**src/hw/wear_pkg.sv**
```systemverilog
// constants, register map and types of the breaker wear monitor
// assumes a 10 MHz system clock and classic wishbone register access
package wear_pkg;

  localparam int CLK_HZ               = 10_000_000;
  localparam int CAPTURE_LIMIT_MS     = 1000;
  localparam int CAPTURE_LIMIT_CYCLES = CLK_HZ / 1000 * CAPTURE_LIMIT_MS;

  localparam int TIMER_W = 24;
  localparam int CUR_W   = 16;
  localparam int CNT_W   = 17;
  localparam int ACC_W   = 32;
  localparam int FRAC_W  = 8;
  localparam int ADR_W   = 8;

  // byte offsets
  localparam logic [ADR_W-1:0] ADDR_CTRL     = 8'h00;
  localparam logic [ADR_W-1:0] ADDR_MIN_CUR  = 8'h04;
  localparam logic [ADR_W-1:0] ADDR_CNT_1KA  = 8'h08;
  localparam logic [ADR_W-1:0] ADDR_CNT_RATE = 8'h0C;
  localparam logic [ADR_W-1:0] ADDR_LIMIT    = 8'h10;
  localparam logic [ADR_W-1:0] ADDR_RATE_CUR = 8'h14;
  localparam logic [ADR_W-1:0] ADDR_WEAR     = 8'h18;
  localparam logic [ADR_W-1:0] ADDR_STATUS   = 8'h1C;

  // field positions
  localparam int CTRL_ENABLE_BIT = 0;
  localparam int STAT_ALARM_BIT  = 0;
  localparam int STAT_CAPT_BIT   = 1;
  localparam int STAT_ABORT_BIT  = 2;
  localparam int STAT_PEAK_LSB   = 16;

  // settings ranges, currents in 0.01 kA units
  localparam logic [31:0] MIN_CUR_LO  = 32'h0000_000A;
  localparam logic [31:0] MIN_CUR_HI  = 32'h0000_0032;
  localparam logic [31:0] MIN_CUR_DEF = 32'h0000_000A;
  localparam logic [31:0] RATE_CUR_LO  = 32'h0000_03E8;
  localparam logic [31:0] RATE_CUR_HI  = 32'h0000_2710;
  localparam logic [31:0] RATE_CUR_DEF = 32'h0000_03E8;
  localparam logic [31:0] COUNT_LO      = 32'h0000_0001;
  localparam logic [31:0] COUNT_HI      = 32'h0001_86A0;
  localparam logic [31:0] CNT_1KA_DEF   = 32'h0000_C350;
  localparam logic [31:0] CNT_RATE_DEF  = 32'h0000_0064;
  localparam logic [31:0] LIMIT_DEF     = 32'h0000_C350;

  // log2(100) in q8, converts 0.01 kA units to kA in the log domain
  localparam logic signed [15:0] LOG2_HUNDRED_Q8 = 16'sh06A5;
  localparam logic signed [7:0]  EXP_SAT_MAX     = 8'sh16;
  localparam logic signed [7:0]  EXP_ZERO_MIN    = -8'sh09;

  typedef enum logic [2:0] {
    IDLE    = 3'b000,
    CAPTURE = 3'b001,
    CALC_K  = 3'b010,
    CALC_E  = 3'b011,
    ACCUM   = 3'b100
  } mode_type;

  typedef struct packed {
    logic [CUR_W-1:0] phase_a;
    logic [CUR_W-1:0] phase_b;
    logic [CUR_W-1:0] phase_c;
  } phase_currents_type;

  typedef struct packed {
    logic trip_command_in;
    logic breaker_closed_in;
    logic breaker_open_in;
    logic monitor_block_in;
    logic wear_clear_in;
  } breaker_in_type;

  typedef struct packed {
    mode_type            mode;
    logic                trip_prev;
    logic [TIMER_W-1:0]  timer;
    logic [CUR_W-1:0]    peak;
    logic signed [15:0]  k_q8;
    logic signed [15:0]  lcur_q8;
    logic signed [15:0]  exp_q8;
    logic [ACC_W-1:0]    acc;
    logic                hit;
    logic                alarm;
    logic                aborted;
    logic                enable;
    logic [CUR_W-1:0]    min_cur;
    logic [CUR_W-1:0]    rated_cur;
    logic [CNT_W-1:0]    cnt_1ka;
    logic [CNT_W-1:0]    cnt_rated;
    logic [CNT_W-1:0]    limit;
    logic                ack;
    logic [31:0]         rdata;
  } core_state_type;

endpackage

```
**src/hw/breaker_wear_monitor.sv**
```systemverilog
// breaker contact wear monitor with classic wishbone settings registers
// assumes all breaker inputs and phase magnitudes come from logic on clk_i
//
// Implementation choices: the register offsets and register access over Wishbone.
`timescale 1ns/100ps

// Summary of operation
// - enable setting, default off, off means idle
// - block input cancels capture and suspends accumulation
// - trip command edge starts peak capture
// - capture starts only while breaker reports closed
// - capture completes only with breaker open
// - minimum current setting ends capture below it
// - permitted count at one ka setting
// - permitted count at rated current setting
// - alarm limit setting for accumulated wear
// - rated breaking current setting, second curve point
// - alarm while accumulated wear exceeds limit
// - clear input zeroes accumulated wear
// - capture over one second aborts, no wear
// - peak of three phase magnitudes tracked
// - wear readable and reloadable for backup storage
// - wear counted as one ka equivalent interruptions
module breaker_wear_monitor #(
  parameter int unsigned CAPTURE_CYCLES = wear_pkg::CAPTURE_LIMIT_CYCLES
) (
  input  wire logic                         clk_i,
  input  wire logic                         rst_i,
  input  wire logic                         wb_cyc_i,
  input  wire logic                         wb_stb_i,
  input  wire logic                         wb_we_i,
  input  wire logic [wear_pkg::ADR_W-1:0]   wb_adr_i,
  input  wire logic [3:0]                   wb_sel_i,
  input  wire logic [31:0]                  wb_dat_i,
  output logic      [31:0]                  wb_dat_o,
  output logic                              wb_ack_o,
  input  wire wear_pkg::phase_currents_type phase_i,
  input  wire wear_pkg::breaker_in_type     breaker_i,
  output logic                              wear_alarm_out_o
);

  wear_pkg::core_state_type s_q;
  wear_pkg::core_state_type s_d;

  logic                            req;
  logic                            wr;
  logic [wear_pkg::CUR_W-1:0]      max_cur;
  logic                            trip_rise;
  logic                            add_now;
  logic [wear_pkg::ACC_W-1:0]      base;
  logic [wear_pkg::ACC_W-1:0]      wear_q8;
  logic [wear_pkg::ACC_W:0]        sum;
  logic signed [15:0]              num;
  logic signed [15:0]              den;
  logic signed [23:0]              quot;
  logic signed [31:0]              prod;
  logic signed [7:0]               sh_n;
  logic [31:0]                     mant;

  function automatic logic [wear_pkg::CUR_W-1:0] max3(input wear_pkg::phase_currents_type p);
    logic [wear_pkg::CUR_W-1:0] m;
    m = (p.phase_a > p.phase_b) ? p.phase_a : p.phase_b;
    return (p.phase_c > m) ? p.phase_c : m;
  endfunction

  // mitchell log2 in q8
  function automatic logic signed [15:0] log2_q8(input logic [31:0] x);
    logic [4:0]  p;
    logic [31:0] sh;
    p = 5'h00;
    for (int i = 0; i < 32; i++) begin
      if (x[i]) begin
        p = 5'(i);
      end
    end
    sh = x << (5'h1F - p);
    return signed'({3'h0, p, sh[30:23]});
  endfunction

  function automatic logic [31:0] merge(input logic [31:0] old, input logic [31:0] nw,
                                        input logic [3:0] sel);
    logic [31:0] r;
    r = old;
    for (int i = 0; i < 4; i++) begin
      if (sel[i]) begin
        r[i*8 +: 8] = nw[i*8 +: 8];
      end
    end
    return r;
  endfunction

  function automatic logic [31:0] clamp(input logic [31:0] v, input logic [31:0] lo,
                                        input logic [31:0] hi);
    return (v < lo) ? lo : ((v > hi) ? hi : v);
  endfunction

  assign req       = wb_cyc_i && wb_stb_i && !s_q.ack;
  assign wr        = req && wb_we_i;
  assign max_cur   = max3(phase_i);
  assign trip_rise = breaker_i.trip_command_in && !s_q.trip_prev;
  assign add_now   = (s_q.mode == wear_pkg::ACCUM) && s_q.enable
                     && !breaker_i.monitor_block_in;

  always_comb begin
    s_d       = s_q;
    base      = s_q.acc;
    num       = 16'sh0000;
    den       = 16'sh0001;
    quot      = 24'sh000000;
    prod      = 32'sh00000000;
    sh_n      = s_q.exp_q8[15:8];
    mant      = {23'h000000, 1'b1, s_q.exp_q8[7:0]};
    wear_q8   = 32'h0000_0000;
    s_d.trip_prev = breaker_i.trip_command_in;
    s_d.ack   = req;
    if (req) begin
      unique case (wb_adr_i)
        wear_pkg::ADDR_CTRL:     s_d.rdata = {31'h0, s_q.enable};
        wear_pkg::ADDR_MIN_CUR:  s_d.rdata = 32'(s_q.min_cur);
        wear_pkg::ADDR_CNT_1KA:  s_d.rdata = 32'(s_q.cnt_1ka);
        wear_pkg::ADDR_CNT_RATE: s_d.rdata = 32'(s_q.cnt_rated);
        wear_pkg::ADDR_LIMIT:    s_d.rdata = 32'(s_q.limit);
        wear_pkg::ADDR_RATE_CUR: s_d.rdata = 32'(s_q.rated_cur);
        wear_pkg::ADDR_WEAR:     s_d.rdata = s_q.acc;
        wear_pkg::ADDR_STATUS: begin
          s_d.rdata = 32'h0000_0000;
          s_d.rdata[wear_pkg::STAT_ALARM_BIT] = s_q.alarm;
          s_d.rdata[wear_pkg::STAT_CAPT_BIT]  = (s_q.mode == wear_pkg::CAPTURE);
          s_d.rdata[wear_pkg::STAT_ABORT_BIT] = s_q.aborted;
          s_d.rdata[wear_pkg::STAT_PEAK_LSB +: wear_pkg::CUR_W] = s_q.peak;
        end
        default:                 s_d.rdata = 32'h0000_0000;
      endcase
    end
    if (wr) begin
      unique case (wb_adr_i)
        wear_pkg::ADDR_CTRL: begin
          if (wb_sel_i[0]) begin
            s_d.enable = wb_dat_i[wear_pkg::CTRL_ENABLE_BIT];
          end
        end
        wear_pkg::ADDR_MIN_CUR: s_d.min_cur = wear_pkg::CUR_W'(clamp(
          merge(32'(s_q.min_cur), wb_dat_i, wb_sel_i),
          wear_pkg::MIN_CUR_LO, wear_pkg::MIN_CUR_HI));
        wear_pkg::ADDR_CNT_1KA: s_d.cnt_1ka = wear_pkg::CNT_W'(clamp(
          merge(32'(s_q.cnt_1ka), wb_dat_i, wb_sel_i),
          wear_pkg::COUNT_LO, wear_pkg::COUNT_HI));
        wear_pkg::ADDR_CNT_RATE: s_d.cnt_rated = wear_pkg::CNT_W'(clamp(
          merge(32'(s_q.cnt_rated), wb_dat_i, wb_sel_i),
          wear_pkg::COUNT_LO, wear_pkg::COUNT_HI));
        wear_pkg::ADDR_LIMIT: s_d.limit = wear_pkg::CNT_W'(clamp(
          merge(32'(s_q.limit), wb_dat_i, wb_sel_i),
          wear_pkg::COUNT_LO, wear_pkg::COUNT_HI));
        wear_pkg::ADDR_RATE_CUR: s_d.rated_cur = wear_pkg::CUR_W'(clamp(
          merge(32'(s_q.rated_cur), wb_dat_i, wb_sel_i),
          wear_pkg::RATE_CUR_LO, wear_pkg::RATE_CUR_HI));
        wear_pkg::ADDR_WEAR: base = merge(s_q.acc, wb_dat_i, wb_sel_i);
        default: ;
      endcase
    end
    unique case (s_q.mode)
      wear_pkg::IDLE: begin
        if (s_q.enable && !breaker_i.monitor_block_in && trip_rise
            && breaker_i.breaker_closed_in) begin
          s_d.mode  = wear_pkg::CAPTURE;
          s_d.timer = '0;
          s_d.peak  = max_cur;
        end
      end
      wear_pkg::CAPTURE: begin
        s_d.timer = s_q.timer + 1'b1;
        if (max_cur > s_q.peak) begin
          s_d.peak = max_cur;
        end
        if (s_q.timer == wear_pkg::TIMER_W'(CAPTURE_CYCLES)) begin
          s_d.mode    = wear_pkg::IDLE;
          s_d.aborted = 1'b1;
        end else if (breaker_i.breaker_open_in && max_cur < s_q.min_cur) begin
          s_d.mode = wear_pkg::CALC_K;
        end
      end
      wear_pkg::CALC_K: begin
        // exponent of the wear line and log of the captured current in kA
        num = log2_q8(32'(s_q.cnt_1ka)) - log2_q8(32'(s_q.cnt_rated));
        if (num < 16'sh0000) begin
          num = 16'sh0000;
        end
        den = log2_q8(32'(s_q.rated_cur)) - wear_pkg::LOG2_HUNDRED_Q8;
        quot = {num, 8'h00} / 24'(den);
        s_d.k_q8    = quot[15:0];
        s_d.lcur_q8 = log2_q8(32'(s_q.peak)) - wear_pkg::LOG2_HUNDRED_Q8;
        s_d.mode    = wear_pkg::CALC_E;
      end
      wear_pkg::CALC_E: begin
        prod = s_q.k_q8 * s_q.lcur_q8;
        s_d.exp_q8 = prod[23:8];
        s_d.mode   = wear_pkg::ACCUM;
      end
      wear_pkg::ACCUM: begin
        s_d.aborted = 1'b0;
        s_d.mode    = wear_pkg::IDLE;
      end
      default: s_d.mode = wear_pkg::IDLE;
    endcase
    if (!s_q.enable || breaker_i.monitor_block_in) begin
      s_d.mode = wear_pkg::IDLE;
    end
    // wear of one interruption in q8 of 1 kA equivalents
    if (sh_n > wear_pkg::EXP_SAT_MAX) begin
      wear_q8 = 32'hFFFF_FFFF;
    end else if (sh_n >= 8'sh00) begin
      wear_q8 = mant << sh_n;
    end else if (sh_n >= wear_pkg::EXP_ZERO_MIN) begin
      wear_q8 = mant >> (-sh_n);
    end
    if (breaker_i.wear_clear_in) begin
      base = '0;
    end
    sum = {1'b0, base} + {1'b0, wear_q8};
    if (add_now) begin
      s_d.acc = sum[32] ? 32'hFFFF_FFFF : sum[31:0];
    end else begin
      s_d.acc = base;
    end
    if (add_now || breaker_i.wear_clear_in
        || (wr && (wb_adr_i == wear_pkg::ADDR_WEAR || wb_adr_i == wear_pkg::ADDR_LIMIT))) begin
      s_d.hit = (s_d.acc[wear_pkg::ACC_W-1:wear_pkg::FRAC_W] > 24'(s_d.limit));
    end
    s_d.alarm = s_d.enable && s_d.hit;
  end

  always_ff @(posedge clk_i) begin
    if (rst_i) begin
      s_q           <= '0;
      s_q.mode      <= wear_pkg::IDLE;
      s_q.min_cur   <= wear_pkg::CUR_W'(wear_pkg::MIN_CUR_DEF);
      s_q.rated_cur <= wear_pkg::CUR_W'(wear_pkg::RATE_CUR_DEF);
      s_q.cnt_1ka   <= wear_pkg::CNT_W'(wear_pkg::CNT_1KA_DEF);
      s_q.cnt_rated <= wear_pkg::CNT_W'(wear_pkg::CNT_RATE_DEF);
      s_q.limit     <= wear_pkg::CNT_W'(wear_pkg::LIMIT_DEF);
    end else begin
      s_q <= s_d;
    end
  end

  assign wb_dat_o         = s_q.rdata;
  assign wb_ack_o         = s_q.ack;
  assign wear_alarm_out_o = s_q.alarm;
endmodule // breaker_wear_monitor

```
**config.mk**
```make
export PLATFORM = sky130hd
export DESIGN_NAME = breaker_wear_monitor
export DESIGN_NICKNAME = d
export VERILOG_FILES = /design/src/hw/wear_pkg.sv /design/src/hw/breaker_wear_monitor.sv
export SDC_FILE = /design/constraint.sdc
export NUM_CORES = 2
export LEC_CHECK = 0
export CAP_MARGIN = 20
export CORE_UTILIZATION = 60
export CTS_BUF_LIST = sky130_fd_sc_hd__clkbuf_16
export CTS_CLUSTER_SIZE = 25
export DETAILED_ROUTE_END_ITERATION = 8
export DONT_BUFFER_PORTS = 1
export GPL_TIMING_DRIVEN = 0
export PLACE_DENSITY = 0.76
export SYNTH_ARGS = -nofsm -noshare
export SYNTH_HDL_FRONTEND = slang
export SYNTH_SLANG_ARGS = --single-unit
```
**constraint.sdc**
```tcl
create_clock -name clk_i -period 148 [get_ports clk_i]
set_clock_uncertainty 0.1 [all_clocks]
set_input_delay 37 -clock clk_i [delete_from_list [all_inputs] [get_ports clk_i]]
set_output_delay 37 -clock clk_i [all_outputs]
set_load 0.02 [all_outputs]
```
==> key figures <==
Status
  • Status: complete, but fails checks
  • Violated checks: DRC

Critical path
  • R2R setup slack: 72.30 ns
  • Arrival time worst endpoint: 76.08 ns
  • Setup CP Type: reg2reg
  • CP required: 148.37 ns
  • Slowest cell on crit path: a311oi_1
  • Endpoint class of the critical path: flip-flop
  • Startpoint Class: flip-flop
  • FF-to-FF End: s_q[184]
  • Crit path to: s_q[184]
  • FF-to-FF Start: s_q[98]
  • CP max stage delay: 0.85 ns
  • CP Launch Point: s_q[98]
  • Most used cell, CP: o21a_1
  • CP Max Fanout: 12
  • Worst r2r path cells: 303

Routing
  • DRT iter0 DRCs: 5102
  • Wirelength per Cell: 21.97 um
  • DR pass1 iterations: 9
  • Detailed-route wire length: 150.7 mm
  • Drt via density: 6.606
  • DRC violations left: 1
  • Routed vias: 45323
  • Routed Antenna Nets: 0

Clocking
  • H-tree depth: 1
  • TritonCTS Sinks: 242
  • CTS buffer count: 27
  • Post-CTS setup repair buffer count: 0
  • Clock Latency Late Sink: 0.60 ns
  • CTS tree: yes
  • CTS clock-pin slew for the worst setup and hold paths: 0.07 ns
  • Clock Path Buffers: 3
  • # resized after CTS: 0
  • Clock Tree Root: clkbuf_16
  • Cts hold-fix bufs: 0

Global routing
  • GRT Total Usage: 0.4087
  • Global-route wire length before repair: 233.9 mm
  • Largest net degree at the start of global routing: 60
  • Gr ovfl total: 0
  • Vias in the first global route: 42126
  • Initial antenna violation count: 3

Floorplanning
  • Core area: 70270 um2
  • # rows: 97
  • # IOs: 136
  • Initial Util: 0.6079
  • Die X: 268.8 um
  • Die Height: 268.8 um
  • Die Area: 72270 um2

Synth
  • Synth top area cells: ha_1 (14%), dfxtp_1 (11%), fa_1 (8.1%)
  • Main synth FF type: dfxtp_1
  • Post-synthesis async set-or-reset flop share: 0
  • Syn avg cell area: 7.302 um2
  • Synth Warn #: 0
  • Post-synth EDFFs: 0
  • Cells after Synth: 5850
  • Area leader, netlist: ha_1
  • Yosys reg bits: 242
  • Count of different cell masters after synthesis: 130
  • Top-area cell type share of the netlist area: 0.1444
  • Seq/Total Area, Yosys: 0.1134
  • Mapped cell area: 42720 um2

STA
  • Maximum clock rate: 13.21 MHz
  • Setup TNS: 0 ns
  • RSZ-0062 raised after global routing: no
  • Final Setup Violations: 0
  • Final count of pins violating max slew: 0
  • Worst rel slew slack: 0.2280
  • Slew @ Worst Pin: 1.158 ns
  • Final period util: 0.5115
  • Final Hold Fails: 0
  • Min Tclk post-route: 75.70 ns

Final layout
  • Commonest non-fill, non-tap cell in the layout: nand2_1
  • Share of cells above drive strength 1: 0.05205
  • Layout area overhead: 5.787%
  • Seq. cell area: 4845 um2
  • Multi-input logic area: 35140 um2
  • NumNets Final: 6665
  • Commonest non-fill, non-tap cells in the layout: nand2_1 (620), nor2_1 (613), ha_1 (493), a21oi_1 (445), inv_1 (367)
  • # fillers: 6543

Place
  • DP HPWL: 120.9 mm
  • Port bufs: 0
  • Routability Congestion: 1.019

Worst hold path
  • Worst min-delay path category: reg2reg
  • Worst hold stages: 2

Job
  • Maxcap violations: 0
==> Yosys cell counts, drive strengths merged, types with 81 or more instances <==
cell type    n
a21oi      447
dfxtp      242
o21ai      329
ha         493
o21a       121
xnor2      153
nor3       188
mux2i      124
nor2       618
nand2b      87
a21o       136
inv        368
nand3      129
clkbuf     247
a22oi       97
buf         81
nand2      621
and2       110
fa         173
==> stage by stage <==
stage,utilization,cell area (um2),setup slack (ns),hold slack [ns],instances
after floorplan,-,42720,91.73,0.3465,5851
final,0.6431,45190,72.30,0.3994,6861
after detailed placement,0.6292,44210,75.06,0.3838,6807
after CTS,0.6429,45180,74.65,0.3938,6856
after global placement,0.6247,43900,74.89,0.3654,6791
after global routing,0.6430,45180,67.55,0.4207,6857
==> sequential cells by signal, indices dropped and copies added (netlist names) <==
name / cells
s_q: 200
wb_dat_o: 32
mant: 8
wb_ack_o: 1
wear_alarm_out_o: 1
==> kinds of logic after synthesis <==
kind of cell               Yosys count  synth area share
AOI/OAI and AO/OA                 1712            0.2706
xor gates and xnor gates           219           0.04490
adders and majority gates          667            0.2257
buffers and inverters              698           0.06561
DFF                                242            0.1134
muxes                              174           0.04303
other                                1        0.00008778
and+or+nand+nor                   2137            0.2367
==> per-layer routing <==
metal,vias to the layer above,global-route usage,share of wire
li1,21145,-,-
met1,21280,0.5382,0.41
met2,2413,0.6420,0.43
met3,483,0.07169,0.10
met4,2,0.2049,0.057
met5,-,0,0.000060
==> worst min path at each step <==
| stage | slack, ns | from | to |
|---|---|---|---|
| after floorplan | 0.35 | s_q[117] | s_q[117] |
| after global placement | 0.37 | s_q[239] | s_q[239] |
| after detailed placement | 0.38 | s_q[197] | s_q[197] |
| after CTS | 0.39 | s_q[197] | s_q[197] |
| after global routing | 0.42 | s_q[197] | s_q[197] |
| final | 0.40 | s_q[197] | s_q[197] |
==> worst max-delay path: cells and delay by family, from the launching register on <==
kind                       cells  cell delay (ns)
and+or+nand+nor               66            13.86
adders and majority gates     24             7.42
buffers and inverters         37            12.96
muxes                          3             1.23
AOI/OAI and AO/OA            173            39.53
DFF                            1             0.33
==> area by class of cell <==
cell class                      instances  area share
Timing Repair Buffer                   17    0.005510
Tap cell                              940     0.02603
Sequential cell                       242      0.1072
Clock inverter                         22    0.006340
Clock buffer                           27     0.01495
Inverter                              370     0.03073
Multi-Input combinational cell       4911      0.7776
Buffer                                328     0.03140
Antenna cell                            4   0.0002215
Power is left out: the tool's default activity adds up to more than one toggle a clock period on the data nets, which glitch-free logic cannot reach.
